<file path="src/wcc_pkg.sv">
// Constants, types and helpers shared by the wakeup and clock control block
package wcc_pkg;

  localparam int CLK_PERIOD_NS = 10;

  // Register indices as printed; byte address is four times the index
  localparam logic [7:0] WAKE_EN_IDX = 8'h2b;
  localparam logic [7:0] CLK_CTRL_IDX = 8'h2c;
  localparam logic [7:0] IRQ_STS_IDX = 8'h30;
  localparam logic [7:0] IRQ_MASK_IDX = 8'h31;
  localparam logic [9:0] WAKE_EN_ADDR = {WAKE_EN_IDX, 2'b00};
  localparam logic [9:0] CLK_CTRL_ADDR = {CLK_CTRL_IDX, 2'b00};
  localparam logic [9:0] IRQ_STS_ADDR = {IRQ_STS_IDX, 2'b00};
  localparam logic [9:0] IRQ_MASK_ADDR = {IRQ_MASK_IDX, 2'b00};

  // Wakeup enable fields
  localparam int WAKE_REMOVAL_BIT = 2;
  localparam int WAKE_INSERT_BIT = 1;
  localparam int WAKE_CARDINT_BIT = 0;
  localparam logic [7:0] WAKE_EN_WMASK = 8'h07;
  localparam logic [7:0] WAKE_EN_RESET = 8'h00;

  // Clock control fields
  localparam int FREQ_SEL_LSB = 8;
  localparam int FREQ_SEL_MSB = 15;
  localparam int FREQ_UPPER_LSB = 6;
  localparam int FREQ_UPPER_MSB = 7;
  localparam int CLK_GEN_SEL_BIT = 5;
  localparam int SD_CLK_EN_BIT = 2;
  localparam int INT_CLK_STABLE_BIT = 1;
  localparam int INT_CLK_EN_BIT = 0;
  localparam logic [15:0] CLK_CTRL_WMASK = 16'hffe5;
  localparam logic [15:0] CLK_CTRL_RESET = 16'h0000;

  // Internal clock settling time
  localparam int STABLE_TIME_NS = 100;
  localparam int STABLE_CYCLES = (STABLE_TIME_NS + CLK_PERIOD_NS - 1) / CLK_PERIOD_NS;

  // Interrupt status and mask layout
  localparam int IRQ_W = 2;
  localparam int IRQ_WAKE_BIT = 0;
  localparam int IRQ_STABLE_BIT = 1;
  localparam logic [IRQ_W-1:0] IRQ_RESET = 2'h0;

  typedef struct packed {
    logic removal;
    logic insertion;
    logic card_int;
  } wcc_card_flags_t;

  typedef enum logic [2:0] {
    CLK_OFF = 3'b001,
    CLK_SETTLE = 3'b010,
    CLK_READY = 3'b100
  } wcc_clk_state_t;

  // Word address match on all ten word address bits
  function automatic logic wcc_hit(input logic [9:0] addr, input logic [9:0] reg_addr);
    wcc_hit = (addr == reg_addr);
  endfunction

  // Half period of the card clock in base cycles; field value 0 runs at half rate
  function automatic logic [7:0] wcc_half(input logic [7:0] sel);
    wcc_half = (sel == 8'h00) ? 8'h01 : sel;
  endfunction

endpackage

</file>
<file path="src/wcc_wakeup_clock_ctrl.sv">
// Wakeup enable and card clock control registers with APB access
//
// Added by the designer: the APB interface to the registers.
`timescale 1ns/1ps

// Functional notes
// - 8-bit wakeup enable register at index 2Bh; bits 7-3 reserved, read zero.
// - Bit 2 set: card removal flag raises a wakeup; clear: no removal wakeup.
// - Bit 1 set: card insertion flag raises a wakeup; clear: disabled.
// - Card wake support flag never gates, clears or alters bits 2 and 1.
// - Bit 0 set: card interrupt flag raises a wakeup; clear: disabled.
// - 16-bit clock control at index 2Ch; bits 15-8 frequency select, read/write.
// - Frequency select field sets the card clock output frequency.
// - Divided mode: divisor is twice the field value, e.g. 80h gives 256.
module wcc_wakeup_clock_ctrl
  import wcc_pkg::*;
#(
  parameter int STABLE_CNT = STABLE_CYCLES
) (
  // Clock and reset
  input wire logic pclk,
  input wire logic presetn,
  // APB slave
  input wire logic psel,
  input wire logic penable,
  input wire logic pwrite,
  input wire logic [11:0] paddr,
  input wire logic [31:0] pwdata,
  output logic [31:0] prdata,
  output logic pready,
  output logic pslverr,
  // Normal interrupt status flags from the controller
  input wire wcc_card_flags_t card_flags,
  // Wakeup, card clock and interrupt
  output logic wakeup_req,
  output logic sdclk,
  output logic irq
);

  ////////////////////////////////////////////////////////////////////////////
  // Bus decode

  logic [9:0] word_addr;
  logic setup_phase;
  logic wr_access;
  logic hit_wake;
  logic hit_clk;
  logic hit_sts;
  logic hit_mask;
  logic [31:0] rd_mux;

  assign word_addr = paddr[11:2];
  assign setup_phase = psel & ~penable;
  assign wr_access = psel & penable & pwrite;
  assign hit_wake = wcc_hit(word_addr, WAKE_EN_ADDR[9:0] >> 2);
  assign hit_clk = wcc_hit(word_addr, CLK_CTRL_ADDR[9:0] >> 2);
  assign hit_sts = wcc_hit(word_addr, IRQ_STS_ADDR[9:0] >> 2);
  assign hit_mask = wcc_hit(word_addr, IRQ_MASK_ADDR[9:0] >> 2);
  assign pready = 1'b1;

  ////////////////////////////////////////////////////////////////////////////
  // Registers

  logic [7:0] wake_en_q;
  logic [15:0] clk_ctrl_q;
  logic [IRQ_W-1:0] irq_sts_q;
  logic [IRQ_W-1:0] irq_sts_d;
  logic [IRQ_W-1:0] irq_mask_q;
  logic [31:0] prdata_q;
  logic pslverr_q;
  wcc_clk_state_t clk_state_q;
  logic [15:0] settle_q;
  logic [7:0] div_cnt_q;
  logic sdclk_q;
  logic wakeup_q;
  logic wake_any;
  logic stable;
  logic [7:0] half;

  // Reserved bits are never stored; no other input touches these bits
  always_ff @(posedge pclk or negedge presetn) begin
    if (!presetn) begin
      wake_en_q <= WAKE_EN_RESET;
    end else if (wr_access && hit_wake) begin
      wake_en_q <= pwdata[7:0] & WAKE_EN_WMASK;
    end
  end

  // Stable bit is not stored; it reflects the clock state machine
  always_ff @(posedge pclk or negedge presetn) begin
    if (!presetn) begin
      clk_ctrl_q <= CLK_CTRL_RESET;
    end else if (wr_access && hit_clk) begin
      clk_ctrl_q <= pwdata[15:0] & CLK_CTRL_WMASK;
    end
  end

  assign stable = (clk_state_q == CLK_READY);

  always_comb begin
    rd_mux = 32'h0000_0000;
    if (hit_wake) begin
      rd_mux[7:0] = wake_en_q;
    end else if (hit_clk) begin
      rd_mux[15:0] = clk_ctrl_q;
      rd_mux[INT_CLK_STABLE_BIT] = stable;
    end else if (hit_sts) begin
      rd_mux[IRQ_W-1:0] = irq_sts_q;
    end else if (hit_mask) begin
      rd_mux[IRQ_W-1:0] = irq_mask_q;
    end
  end

  // Read data and error are captured in the setup cycle, valid in access
  always_ff @(posedge pclk or negedge presetn) begin
    if (!presetn) begin
      prdata_q <= 32'h0000_0000;
      pslverr_q <= 1'b0;
    end else if (setup_phase) begin
      prdata_q <= pwrite ? 32'h0000_0000 : rd_mux;
      pslverr_q <= ~(hit_wake | hit_clk | hit_sts | hit_mask);
    end
  end

  assign prdata = prdata_q;
  assign pslverr = pslverr_q;

  ////////////////////////////////////////////////////////////////////////////
  // Wakeup request

  // Enabled flags of removal, insertion and card interrupt
  assign wake_any = |(wake_en_q[2:0] & card_flags);

  always_ff @(posedge pclk or negedge presetn) begin
    if (!presetn) begin
      wakeup_q <= 1'b0;
    end else begin
      wakeup_q <= wake_any;
    end
  end

  assign wakeup_req = wakeup_q;

  ////////////////////////////////////////////////////////////////////////////
  // Internal clock settling

  always_ff @(posedge pclk or negedge presetn) begin
    if (!presetn) begin
      clk_state_q <= CLK_OFF;
      settle_q <= 16'h0000;
    end else begin
      case (clk_state_q)
        CLK_OFF: begin
          settle_q <= 16'h0000;
          if (clk_ctrl_q[INT_CLK_EN_BIT]) begin
            clk_state_q <= CLK_SETTLE;
          end
        end
        CLK_SETTLE: begin
          if (!clk_ctrl_q[INT_CLK_EN_BIT]) begin
            clk_state_q <= CLK_OFF;
          end else if (settle_q == 16'(STABLE_CNT - 1)) begin
            clk_state_q <= CLK_READY;
          end else begin
            settle_q <= settle_q + 16'h0001;
          end
        end
        CLK_READY: begin
          if (!clk_ctrl_q[INT_CLK_EN_BIT]) begin
            clk_state_q <= CLK_OFF;
          end
        end
        default: begin
          clk_state_q <= CLK_OFF;
        end
      endcase
    end
  end

  ////////////////////////////////////////////////////////////////////////////
  // Card clock divider

  assign half = wcc_half(clk_ctrl_q[FREQ_SEL_MSB:FREQ_SEL_LSB]);

  // Toggling every half cycles gives a period of twice the field; field value 0 gives a period of 2
  always_ff @(posedge pclk or negedge presetn) begin
    if (!presetn) begin
      div_cnt_q <= 8'h00;
      sdclk_q <= 1'b0;
    end else if (!(stable && clk_ctrl_q[SD_CLK_EN_BIT])) begin
      div_cnt_q <= 8'h00;
      sdclk_q <= 1'b0;
    end else if (div_cnt_q >= half - 8'h01) begin
      div_cnt_q <= 8'h00;
      sdclk_q <= ~sdclk_q;
    end else begin
      div_cnt_q <= div_cnt_q + 8'h01;
    end
  end

  assign sdclk = sdclk_q;

  // Cycles the card clock has run since the last control write, saturating at 15; checks the divider
  logic [3:0] run_age_q;

  always_ff @(posedge pclk or negedge presetn) begin
    if (!presetn) begin
      run_age_q <= 4'h0;
    end else if (!(stable && clk_ctrl_q[SD_CLK_EN_BIT]) || (wr_access && hit_clk)) begin
      run_age_q <= 4'h0;
    end else if (run_age_q != 4'hf) begin
      run_age_q <= run_age_q + 4'h1;
    end
  end

  ////////////////////////////////////////////////////////////////////////////
  // Interrupt status and mask

  logic wake_prev_q;
  logic stable_prev_q;
  logic [IRQ_W-1:0] irq_ev;
  logic [IRQ_W-1:0] irq_clr;

  always_ff @(posedge pclk or negedge presetn) begin
    if (!presetn) begin
      wake_prev_q <= 1'b0;
      stable_prev_q <= 1'b0;
    end else begin
      wake_prev_q <= wakeup_q;
      stable_prev_q <= stable;
    end
  end

  always_comb begin
    irq_ev = '0;
    irq_ev[IRQ_WAKE_BIT] = wakeup_q & ~wake_prev_q;
    irq_ev[IRQ_STABLE_BIT] = stable & ~stable_prev_q;
    irq_clr = (wr_access && hit_sts) ? pwdata[IRQ_W-1:0] : '0;
    // A new event wins over a clear in the same cycle
    irq_sts_d = (irq_sts_q & ~irq_clr) | irq_ev;
  end

  always_ff @(posedge pclk or negedge presetn) begin
    if (!presetn) begin
      irq_sts_q <= IRQ_RESET;
    end else begin
      irq_sts_q <= irq_sts_d;
    end
  end

  always_ff @(posedge pclk or negedge presetn) begin
    if (!presetn) begin
      irq_mask_q <= IRQ_RESET;
    end else if (wr_access && hit_mask) begin
      irq_mask_q <= pwdata[IRQ_W-1:0];
    end
  end

  assign irq = |(irq_sts_q & irq_mask_q);
endmodule

</file>
<file path="config.mk">
export PLATFORM = sky130hd
export DESIGN_NAME = wcc_wakeup_clock_ctrl
export DESIGN_NICKNAME = d
export VERILOG_FILES = /design/src/wcc_pkg.sv /design/src/wcc_wakeup_clock_ctrl.sv
export SDC_FILE = /design/constraint.sdc
export NUM_CORES = 1
export LEC_CHECK = 0
export ABC_AREA = 1
export BUFFER_PORTS_ARGS = -buffer_cell sky130_fd_sc_hd__buf_4
export CAP_MARGIN = 40
export CELL_PAD_IN_SITES_DETAIL_PLACEMENT = 1
export CELL_PAD_IN_SITES_GLOBAL_PLACEMENT = 1
export CORE_AREA = 2 2 102 104
export CTS_BUF_LIST = sky130_fd_sc_hd__clkbuf_4
export DETAILED_ROUTE_END_ITERATION = 16
export DIE_AREA = 0 0 104 106
export GPL_ROUTABILITY_DRIVEN = 0
export PLACE_DENSITY_LB_ADDON = 0.1
export SLEW_MARGIN = 15
export SYNTH_ARGS = -nofsm -noshare
export SYNTH_HDL_FRONTEND = slang
export SYNTH_SLANG_ARGS = --single-unit
export TNS_END_PERCENT = 5
</file>
<file path="constraint.sdc">
create_clock -name pclk -period 4.7 [get_ports pclk]
set_input_delay 0.94 -clock pclk [delete_from_list [all_inputs] [get_ports pclk]]
set_output_delay 0.94 -clock pclk [all_outputs]
set_load 0.02 [all_outputs]
</file>
### After elaboration in Yosys (flattened, before gate mapping)

Cells that the tools add are included.

* register bits after elaboration: 84
* bits of input ports: 52
* output and inout bits: 37

* $add $sub $neg: 3
* order comparisons: 1
* eq/ne operators: 14
* muxes and demuxes: 21
* bitwise operators: 18
* reductions and logical operators: 11

Operators with widths (number)
* two-way mux 16 bit: 3
* == test 10 x 6 -> 1 bit, second input constant: 4
* two-way mux 8 bit: 5
* case mux 16 bit (2 select lines): 1
* adder 16 x 1 -> 16 bit, second input constant: 1
* == test 16 x 4 -> 1 bit, second input constant: 1
* two-way mux 14 bit: 1
* two-way mux 3 bit: 4
* case mux 3 bit (3 select lines): 1
* adder 8 x 1 -> 8 bit, second input constant: 1
* >= comparator 8 bit: 1
* zero test 8 bit: 1
* two-way mux 2 bit: 4
* != test 2 bit, second input constant: 4
* subtractor 8 x 1 -> 8 bit, second input constant: 1
* AND reduction 3 bit: 2
* bitwise AND 1 bit: 5
* logical AND 1 bit: 5
* NOT 1 bit: 5
* bitwise AND 2 bit: 2
* bitwise AND 3 bit: 1
* == test 3 x 1 -> 1 bit, second input constant: 1
* == test 3 x 2 -> 1 bit, second input constant: 1
* == test 3 bit, second input constant: 1
* other kinds (9): 12

### Logic depth before layout (Yosys ltp)

Gate-level depths: netlist (run 1).

* depth in word-level cells: 7
* depth in mapped cells: 19
* depth with buffers taken out: 19

### Least setup slack after synthesis (run 1)

OpenSTA, ideal clock, no wires.

* path type: reg2reg
* start: reg clk_ctrl_q[11]
* end: reg sdclk_q (netlist: sdclk)
* setup time: 0.065 ns
* arrival: 2.237 ns
* setup slack: 2.398 ns
* stages on the path, launching flop included: 18
* path buffers: 0
* path through: dfrtp_1 > inv_1 > nand2_1 > nor2_1 > nand3_1 > nand2_1 > inv_1 > ha_1 > nand2_1 > xor2_1 > inv_1 > ha_1 > nand2_1 > nor2_1 > nand4_1 > nand4_4 > nand2_1 > nand2_1

* word-level cells in the longest chain between the ends: 5

RTL lines
* from (decl): RTL line wcc_wakeup_clock_ctrl.sv:65 `logic [15:0] clk_ctrl_q;`
* from (signal assigned): RTL line wcc_wakeup_clock_ctrl.sv:94 `clk_ctrl_q <= pwdata[15:0] & CLK_CTRL_WMASK;`
* zero test 8 bit: RTL line wcc_pkg.sv:64 `wcc_half = (sel == 8'h00) ? 8'h01 : sel;`
* two-way mux 8 bit *: RTL line wcc_pkg.sv:64
* subtractor 8 x 1 -> 8 bit *: RTL line wcc_wakeup_clock_ctrl.sv:193 `end else if (div_cnt_q >= half - 8'h01) begin`
* >= comparator 8 bit *: RTL line wcc_wakeup_clock_ctrl.sv:193
* != test 2 x 1 -> 1 bit (no source line) *
* to (signal assigned): RTL line wcc_wakeup_clock_ctrl.sv:195 `sdclk_q <= ~sdclk_q;`
* to (decl): RTL line wcc_wakeup_clock_ctrl.sv:74 `logic sdclk_q;`

Mark *: on every way between the ends. The rest lies on a longest branch, timed or not.
A chain may end at the register's enable or synchronous reset.

### Worst setup path in the final report (run 1)

Same ends and word-level chain as after synthesis.

==> results of run 1 <==
==> sequential cells by signal (all words and copies together) (netlist names) <==
name,count
wakeup_req,1
wake_prev_q,1
pslverr,1
clk_ctrl_q,13
prdata,14
irq_sts_q,2
settle_q,16
clk_state_q,3
div_cnt_q,8
wake_en_q,3
irq_mask_q,2
stable_prev_q,1
sdclk,1
==> cell type report <==
type	count	area share, %
Timing Repair Buffer	50	8.86
Clock inverter	4	0.982
Multi-Input combinational cell	378	43.6
Sequential cell	66	37.1
Tap cell	136	3.81
Clock buffer	11	1.85
Inverter	46	3.87
==> layer usage <==
metal / vias up / GRT usage (%) / wire, um
met3: 8 / 4.41 / 322
met2: 46 / 32.8 / 4720
met4: 0 / 5.69 / 104
met1: 1601 / 24.0 / 4460
met5: - / 0 / 0
li1: 1674 / - / -
==> worst min path at each step <==
stage,cells after the start,slack (ns),to
after floorplan,1,0.40,irq_sts_q[0]
after global placement,0,0.38,wake_prev_q
after detailed placement,0,0.40,wake_prev_q
after CTS,1,0.30,clk_ctrl_q[7]
after global routing,1,0.30,clk_ctrl_q[7]
final,1,0.33,clk_ctrl_q[7]
==> power by group <==
group	internal (mW)	leakage, nW	switching [mW]
Sequential	0.581	0.905	0.00952
Combinational	0.0533	1.21	0.152
Clock	0.168	0.0741	0.200
==> placed cells by master (no fill, tap or decap), drive strengths merged <==
| cell type | synthesis | layout |
|---|---|---|
| a21oi | 6 | 6 |
| a22o | 1 | 1 |
| buf | 25 | 50 |
| bufinv | 0 | 1 |
| clkbuf | 1 | 11 |
| clkinv | 0 | 3 |
| conb | 2 | 19 |
| dfrtp | 65 | 65 |
| dfstp | 1 | 1 |
| ha | 12 | 12 |
| inv | 46 | 46 |
| nand2 | 155 | 155 |
| nand3 | 47 | 47 |
| nand3b | 4 | 4 |
| nand4 | 15 | 15 |
| nor2 | 58 | 58 |
| nor3 | 6 | 6 |
| o211ai | 1 | 1 |
| o21ai | 34 | 34 |
| o21bai | 2 | 2 |
| o22ai | 1 | 1 |
| o2bb2ai | 1 | 1 |
| or2 | 2 | 2 |
| xnor2 | 2 | 2 |
| xor2 | 12 | 12 |
==> synthesized netlist by cell type (6+ instances only) <==
cell type and n:
a21oi_1 6, buf_4 20, dfrtp_1 65, ha_1 12, inv_1 45, nand2_1 150, nand3_1 46, nand4_1 14
nor2_1 48, nor2_2 7, o21ai_0 18, o21ai_1 8, o21ai_2 8, xor2_1 12
==> worst max-delay path, delay by kind of cell, from the launching register on <==
kind / cells / cell delay, ns
adders and majority gates: 2 / 0.51
and+or+nand+nor: 11 / 1.24
xor gates and xnor gates: 1 / 0.14
buffers and inverters: 3 / 0.30
DFF: 1 / 0.43
==> kinds of logic after synthesis <==
kind of cell	count (synthesis)	share of synthesized area (%)
buffers and inverters	72	9.78
xor gates and xnor gates	14	3.13
other	2	0.192
AOI/OAI and AO/OA	46	7.06
adders and majority gates	12	3.83
DFF	66	42.2
and+or+nand+nor	287	33.8
==> run metrics, run 1 <==
status=completed; P&R area growth vs syn=13.9%; final instance area=4460 sq um; DRC errors left=0; CP startpoint=clk_ctrl_q[11]; Reg clk slew, reported paths=0.11 ns; number of synthesized flops with an enable pin=0; Worst Path Arrival=3.04 ns; Clock Tree Buf Depth=2; sequential share of the synthesized area=42.2%; post-synth top area share=41.5%; drt wl/cell=13.9 um; Placed Cells=676; Leak=2.19 nW; Cell Pwr Density=261 nW/um^2; detailed placement HPWL=7390 um; Core Region=10000 sq um; DR iter-0 viols=75; post-CTS sizing=0; library cells used by synthesis=39; average cell area after synthesis=7.85 sq um; postcts setup bufs=0; fin crit share=56.9%; Detail Route Antenna Nets=0; Req. time, crit path=5.06 ns; vias in the first global route=3477; gr usage total=19.1%; Startpoint Class=flip-flop; yosys warns=0; Critical Path Sink=sdclk; final wirelength=9600 um; GR Overflow Total=0; 1st-pass router iterations=4; Worst IR Drop VDD=0.163 mV; post-synth top area cell=dfrtp_1; I/O Pins=89; CTS hold repair buffers=0; Tmin final=2.67 ns; worst skew pair latency=0.42 ns; port bufs=49; width of the die=104 um; Final Skew=0.0126 ns; largest net degree at the start of global routing=61; Critical R2R Launch=clk_ctrl_q[11]; layout cells sized above 1=17.3%; number of H-tree levels=3; total power=1.16 mW; Syn Std Cell Area=3920 sq um; Final Max Tran Viols=0; Post-synth ARST share=100%; R2R depth=17; r2r setup slk=2.03 ns; Hold WC Path Type=input pin to async pin; Nets=615; Final Hold Vio Count=0; Rows=37; worst slew pin tran=0.617 ns; Post-Synthesis Cells=499; cell mode on critical path=nand2_1; FF/Latch Area=1650 sq um; CTS tree=built; initial antenna violation count=0; CP max FO=9; ant diodes=0; Max Clk Rate=0.374 GHz; die extent in y=106 um; RSZ-0062 raised after global routing=false; vias=3329; Post-synth top flop=dfrtp_1; Synth area leaders=dfrtp_1 42%, nand2_1 14%, nand3_1 5.9%, nor2_1 4.6%, inv_1 4.3%; Placement Cell Area=4330 sq um; fin util=44.6%; die area=11000 sq um; Setup violations, final=0; pre-CTS setup slack=2.00 ns; CP endpoint kind=flip-flop; TritonCTS Buffers=9; max_slew headroom=58.8%; CTS root buffer=clkbuf_4; crit path cell chain=inv_1 > nand2_1 > nor2_1 > nand3_1 > nand2_1 > inv_1 > ha_1 > nand2_1 > xor2_1 > inv_1 > ha_1 > nand2_1 > nor2_1 > nand4_1 > nand4_4 > nand2_1 > nand2_1; max cap viols=0; CTS Sinks=66; fill count=1301; Slowest cell on crit path=dfrtp_1; Final TNS setup=0 ns; Layout Cells excl Fill=691; largest stage delay on the critical path=0.43 ns; first-pass GRT wire length=16900 um; Vias/cell=4.82; area of the multi-input gates=1940 sq um; worst setup margin=2.03 ns; FF-to-FF End=sdclk; starting density of the core=39.2%; Synth Register Bits=66; CP Class=flip-flop to flip-flop; WHS=0.333 ns
Note: power is estimated with default switching activity, not from simulation.
==> run 2, diff against run 1 <==
==> constraint.sdc (replaced) <==
create_clock -name pclk -period 2.73 [get_ports pclk]
set_input_delay 0.546 -clock pclk [delete_from_list [all_inputs] [get_ports pclk]]
set_output_delay 0.546 -clock pclk [all_outputs]
set_load 0.02 [all_outputs]
==> run 2 against run 1 <==
  * Clock skew grew 0.0029 ns
  * Combinational power rose by 80%
  * Clock power increased by 55%
  * Highest routed layer unchanged
==> run metrics, run 2 (synthesis gave the netlist of run 1 again) <==
CP endpoint kind=flip-flop; DRC errors left=0 (unchanged); status=completed; detailed placement HPWL=7330 um (-0.91%); Tmin final=2.56 ns (-0.110 ns); FF-to-FF End=sdclk; R2R depth=17 (unchanged); Int Pwr=1.31 mW (+64%); Worst Hold Path EP=clk_ctrl_q[7]; CP max FO=3 (-6); Sw Share=32.8% (+1.8 points); vias=3436 (+3.2%); Max Clk Rate=0.390 GHz (+4.3%); Vias/cell=4.89 (+1.6%); Placed Cells=681 (+0.74%); drt wl/cell=14.0 um (+0.52%); Final Hold Vio Count=0 (unchanged); CP startpoint=clk_ctrl_q[13]; die extent in y=106 um (unchanged); Layout Cells excl Fill=702 (+1.6%); most common cell after layout, fill and taps aside=nand2_1; TritonCTS Buffers=9 (unchanged); crit path cell chain=inv_2 > nand2_1 > nor2_2 > nand3_1 > nand2_1 > inv_2 > ha_4 > nand3_2 > xor2_1 > inv_1 > ha_4 > nand2_2 > nor2_4 > nand4_1 > buf_4 > nand4_1 > nand2_1; CTS Sinks=66 (unchanged); switching power=0.642 mW (+78%); Nets=625 (+1.6%); CP Class=flip-flop to flip-flop; Clock power frac=29.2% (-2.4 points); Detail Route Antenna Nets=0 (unchanged); GR Util met2=32.0% (-0.80 points); cell mode on critical path=nand2_1; worst min-delay path startpoint=pwdata[7]; sequential share of power=52.0% (+1.3 points); ant diodes=0 (unchanged); Req. time, crit path=3.05 ns (-2.01 ns); most frequent cells in the layout=147 x nand2_1, 65 x dfrtp_1, 57 x buf_4; Startpoint Class=flip-flop; Rows=37 (unchanged); Most flops, register=settle_q; Clock Tree Buf Depth=2 (unchanged); crit-path leading delay family=simple AND/OR/NAND/NOR gates; CTS root buffer=clkbuf_4; gr usage total=18.7% (-0.38 points); P&R area growth vs syn=16.8%; 1st-pass router iterations=4 (unchanged); max cap viols=0 (unchanged); met1 Resource Use GR=23.7% (-0.27 points); width of the die=104 um (unchanged); Reg clk slew, reported paths=0.11 ns (about the same); Worst Path Arrival=2.88 ns (-0.16 ns); Slowest cell on crit path=dfrtp_1; Final Skew=0.0155 ns (+0.00289 ns); number of H-tree levels=3 (unchanged); worst slew pin tran=0.598 ns (-0.0190 ns); CTS tree=built; max_slew headroom=59.8% (+1.1 points); first-pass GRT wire length=16500 um (-2.4%); die area=11000 sq um (unchanged); DR iter-0 viols=109 (+45%); Cell Pwr Density=428 nW/um^2 (+64%); initial antenna violation count=0 (unchanged); Hold Crit Depth=3; r2r setup slk=0.17 ns (-1.86 ns); vias in the first global route=3472 (-0.14%); met3 global-route usage=3.80% (-0.61 points); Combinational Power Share=18.8% (+1.2 points); worst setup margin=0.168 ns (-1.86 ns); WP buf/inv=4 (+1); Critical R2R Launch=clk_ctrl_q[13]; worst skew pair latency=0.42 ns (about the same); Leak=2.24 nW (+2.1%); WHS=0.362 ns (+0.0290 ns); port bufs=49 (unchanged); pre-CTS setup slack=0.0618 ns (-1.93 ns); I/O Pins=89 (unchanged); Hold WC Path Type=input pin to flip-flop; GR Overflow Total=0 (unchanged); fin crit share=93.8% (+37 points); fin util=45.7% (+1.1 points); largest stage delay on the critical path=0.43 ns (about the same); cell depth of the worst setup path=17 (unchanged); Largest register FFs=16 (unchanged); Worst IR Drop VDD=0.253 mV (+55%); final wirelength=9810 um (+2.1%); GR peak layer=met2; layout cells sized above 1=21.4% (+4.1 points); starting density of the core=39.2% (unchanged); Core Region=10000 sq um (unchanged); Setup violations, final=0 (unchanged); largest net degree at the start of global routing=61 (unchanged); Final Max Tran Viols=0 (unchanged)
==> run 2: cell types whose count changed in the layout (fill, tap and decap cells not counted), sizes merged <==
cell / previous run / this run
nand4: 15 / 16
clkinv: 3 / 4
clkbuf: 11 / 12
bufinv: 1 / 0
buf: 50 / 58
dlygate4sd3: 0 / 1
==> run 2: worst max-delay path by stage <==
stage,end
after detailed placement,sdclk
after floorplan,sdclk
after CTS,sdclk
final,sdclk
after global placement,sdclk
after global routing,sdclk
==> run 2: power groups by stage <==
stage | Clock (mW) | Combinational, mW | Sequential (mW)
after floorplan | 0 | 0.315 | 1.03
after global placement | 0 | 0.344 | 1.03
after detailed placement | 0 | 0.359 | 1.04
after CTS | 0.603 | 0.361 | 1.02
after global routing | 0.651 | 0.410 | 1.02
final | 0.572 | 0.368 | 1.02
==> run 2: area by class of cell <==
type / count / area, sq um
clock inverter: 4 / 20.0
multi-input combinational: 379 / 2000
tap: 136 / 170
inverter: 46 / 173
sequential: 66 / 1650
fill: 1281 / 5430
timing repair buffer: 59 / 465
clock buffer: 12 / 90.1
==> run 2: worst register-to-register path: stages (launching register included) <==
cell     delay [ns]
dfrtp_1        0.43
inv_2          0.09
nand2_1        0.07
nor2_2         0.11
nand3_1        0.08
nand2_1        0.10
inv_2          0.06
ha_4           0.17
nand3_2        0.07
xor2_1         0.15
inv_1          0.09
ha_4           0.27
nand2_2        0.06
nor2_4         0.14
nand4_1        0.24
buf_4          0.22
nand4_1        0.08
nand2_1        0.06
==> run 2: metal layers <==
metal | vias up | part of all wire [%]
li1 | 1703 | -
met1 | 1673 | 47
met3 | 13 | 2.8
met4 | 0 | 1.4
met5 | - | 0
met2 | 47 | 49
==> run 2: through the flow <==
stage | setup TNS [ns] | power, mW | cell area (sq um)
4_1_cts | 0 | 1.98 | 4490
6_report | 0 | 1.96 | 4570
3_3_place_gp | 0 | 1.38 | 4340
2_1_floorplan | 0 | 1.35 | 3980
3_5_place_dp | 0 | 1.40 | 4370
5_1_grt | -0.000378 | 2.08 | 4570
==> run 2: what timing repair did <==
item | 4_1_cts | 5_1_grt
endpoints found under the hold margin | 6 | 0
hold buffers | 1 | 0
gates resized for setup | 0 | 16
buffers inserted | 0 | 3
endpoints found under the setup margin | 0 | 9
==> run 3, diff against run 2 <==
--- a/config.mk
+++ b/config.mk
@@ -10,10 +10,10 @@
 export CAP_MARGIN = 40
 export CELL_PAD_IN_SITES_DETAIL_PLACEMENT = 1
 export CELL_PAD_IN_SITES_GLOBAL_PLACEMENT = 1
-export CORE_AREA = 2 2 102 104
+export CORE_AREA = 2 2 106 108
 export CTS_BUF_LIST = sky130_fd_sc_hd__clkbuf_4
 export DETAILED_ROUTE_END_ITERATION = 16
-export DIE_AREA = 0 0 104 106
+export DIE_AREA = 0 0 108 110
 export GPL_ROUTABILITY_DRIVEN = 0
 export PLACE_DENSITY_LB_ADDON = 0.1
 export SLEW_MARGIN = 15
==> constraint.sdc (replaced) <==
create_clock -name pclk -period 2.1 [get_ports pclk]
set_input_delay 0.42 -clock pclk [delete_from_list [all_inputs] [get_ports pclk]]
set_output_delay 0.42 -clock pclk [all_outputs]
set_load 0.02 [all_outputs]
==> run 3 against run 2 <==
  * The run now ends with setup timing left
  * Clock-buffer cell count is 2 lower
  * Global-route usage is 0.42 points lower
  * Total power is 30% higher
  * Critical path depth stayed put
  * Sequential cell count stayed put
  * Hold slack worse by 0.16 ns
  * Critical endpoint unchanged
  * Clock skew is 0.0078 ns higher
  * Routed wire length is 2.6% higher
==> run metrics, run 3 (synthesis gave the netlist of run 1 again) <==
status=finished, violations left; failing checks=setup timing; Final Skew=0.0233 ns (+0.00780 ns); final instance area=4720 sq um (+3.2%); worst slew pin tran=0.566 ns (-0.0318 ns); WHS=0.206 ns (-0.156 ns); final wirelength=10100 um (+2.6%); Final Hold Vio Count=0 (unchanged); Rows=38 (+2.7%); CTS Sinks=66 (unchanged); Max Clk Rate=0.421 GHz (+7.8%); Cell Pwr Density=540 nW/um^2 (+26%); Tmin final=2.38 ns (-0.185 ns); Detail Route Antenna Nets=0 (unchanged); Setup violations, final=9 (+9); layout cells sized above 1=24.1% (+2.8 points); CP endpoint kind=flip-flop; TritonCTS Buffers=9 (unchanged); 1st-pass router iterations=6 (+2); Largest register FFs=16 (unchanged); initial antenna violation count=0 (unchanged); ant diodes=0 (unchanged); I/O Pins=89 (unchanged); gr usage total=18.3% (-0.42 points); Leak=2.31 nW (+3.1%); worst skew pair latency=0.43 ns (about the same); detailed placement HPWL=7640 um (+4.2%); Clock Tree Buf Depth=2 (unchanged); fin crit share=113% (+19 points); RSZ-0062 raised after global routing=true; Worst Path Arrival=2.73 ns (-0.15 ns); Startpoint Class=flip-flop; die extent in y=110 um (+3.8%); Vias/cell=4.82 (-1.4%); first-pass GRT wire length=17000 um (+3.0%); Req. time, crit path=2.45 ns (-0.60 ns); P&R area growth vs syn=20.6%; CP Class=flip-flop to flip-flop; CP max FO=5 (+2); sequential share of power=51.9% (about the same); Placement Cell Area=4500 sq um (+3.0%); max_slew headroom=62.0% (+2.1 points); Sw Share=33.6% (+0.81 points); die area=11900 sq um (+7.8%); vias=3493 (+1.7%); Int Pwr=1.69 mW (+29%); Hold WC Path Type=input pin to flip-flop; Reg clk slew, reported paths=0.13 ns (+0.02 ns); CTS root buffer=clkbuf_4; Worst IR Drop VDD=0.230 mV (-8.9%); Most flops, register=settle_q; CP startpoint=clk_ctrl_q[12]; DR iter-0 viols=104 (-4.6%); worst setup margin=-0.277 ns (-0.445 ns); starting density of the core=36.6% (-2.6 points); CTS tree=built; Nets=643 (+2.9%); most common cell after layout, fill and taps aside=nand2_1; most frequent cells in the layout=144 x nand2_1, 75 x buf_4, 65 x dfrtp_1; number of H-tree levels=3 (unchanged); Final Max Tran Viols=0 (unchanged); Critical R2R Launch=clk_ctrl_q[12]; Combinational Power Share=19.4% (+0.6 points); max cap viols=0 (unchanged); switching power=0.857 mW (+33%); worst min-delay path startpoint=card_flags[2]; GR Overflow Total=0 (unchanged); total power=2.55 mW (+30%); width of the die=108 um (+3.8%); Clock power frac=28.7% (-0.5 points); vias in the first global route=3504 (+0.92%); port bufs=49 (unchanged); largest net degree at the start of global routing=44 (-28%); drt wl/cell=13.9 um (-0.49%); DRC errors left=0 (unchanged); Core Region=10700 sq um (+7.0%)
-- run 3: cell count changes in the layout (fill, tap and decap cells not counted), moves of 2 or more --
cell / change
clkinv_1: +2
clkbuf_4: -2
nand2_2: +2
clkinv_2: -2
buf_4: +18
nand2_1: -3
-- run 3: routing by layer --
metal	vias to the layer above	GRT usage, %	share of wire (%)
li1	1736	-	-
met5	-	0	0
met2	66	31.3	48
met1	1677	23.7	47
met3	14	3.00	3.6
met4	0	6.14	1.6
-- run 3: worst max-delay path, stage by stage (launching register included) --
cell and delay [ns]:
dfrtp_1 0.41, inv_2 0.07, nand2_2 0.05, nor2_2 0.12, nand3_1 0.09, nand2_2 0.09
inv_2 0.06, ha_4 0.16, nand2_2 0.06, xor2_1 0.15, inv_1 0.09, ha_4 0.28
nand2_4 0.05, nor2_4 0.10, nand4_1 0.23, nand4_4 0.18, nand2_1 0.06, nand2_1 0.05
-- run 3: final timing paths --
path	endpoint	cells after the start	slack [ns]
max	sdclk	17	-0.28
min	wakeup_req	3	0.21
max reg2reg	sdclk	17	-0.28
min reg2reg	irq_sts_q[0]	1	0.42
max in group asynchronous	div_cnt_q[7]	3	1.10
min in group asynchronous	wake_en_q[0]	2	0.43
-- run 3: what timing repair did --
item / 4_1_cts / 5_1_grt
gates resized for setup: 12 / 0
cloned: 1 / 0
setup buffers: 5 / 0
endpoints found under the hold margin: 22 / 0
pin swaps: 14 / 3
endpoints found under the setup margin: 9 / 9
hold buffers: 1 / 0
-- run 3: layout make-up --
cell class	count	area (sq um)
Tap cell	140	175
Sequential cell	66	1650
Multi-Input combinational cell	379	2020
Clock buffer	10	75.1
Inverter	46	173
Timing Repair Buffer	77	593
Clock inverter	6	33.8
Fill cell	1354	5980
-- run 3: power groups by stage --
| stage | combinational (mW) | clock, mW | sequential, mW |
|---|---|---|---|
| final | 0.494 | 0.732 | 1.32 |
| after global routing | 0.559 | 0.820 | 1.32 |
| after CTS | 0.506 | 0.769 | 1.32 |
| after detailed placement | 0.485 | 0 | 1.35 |
| after global placement | 0.474 | 0 | 1.34 |
| after floorplan | 0.412 | 0 | 1.35 |
-- run 3: through the flow --
step / util [%] / worst slack, ns / std cells / setup TNS (ns)
floorplan: - / -0.109 / 516 / -0.693
detailed placement: 42.1 / -0.333 / 701 / -2.83
finish: 44.1 / -0.277 / 724 / -2.40
global route: 44.1 / -0.462 / 724 / -3.97
global placement: 42.1 / -0.234 / 701 / -1.83
CTS: 44.1 / -0.284 / 724 / -2.31
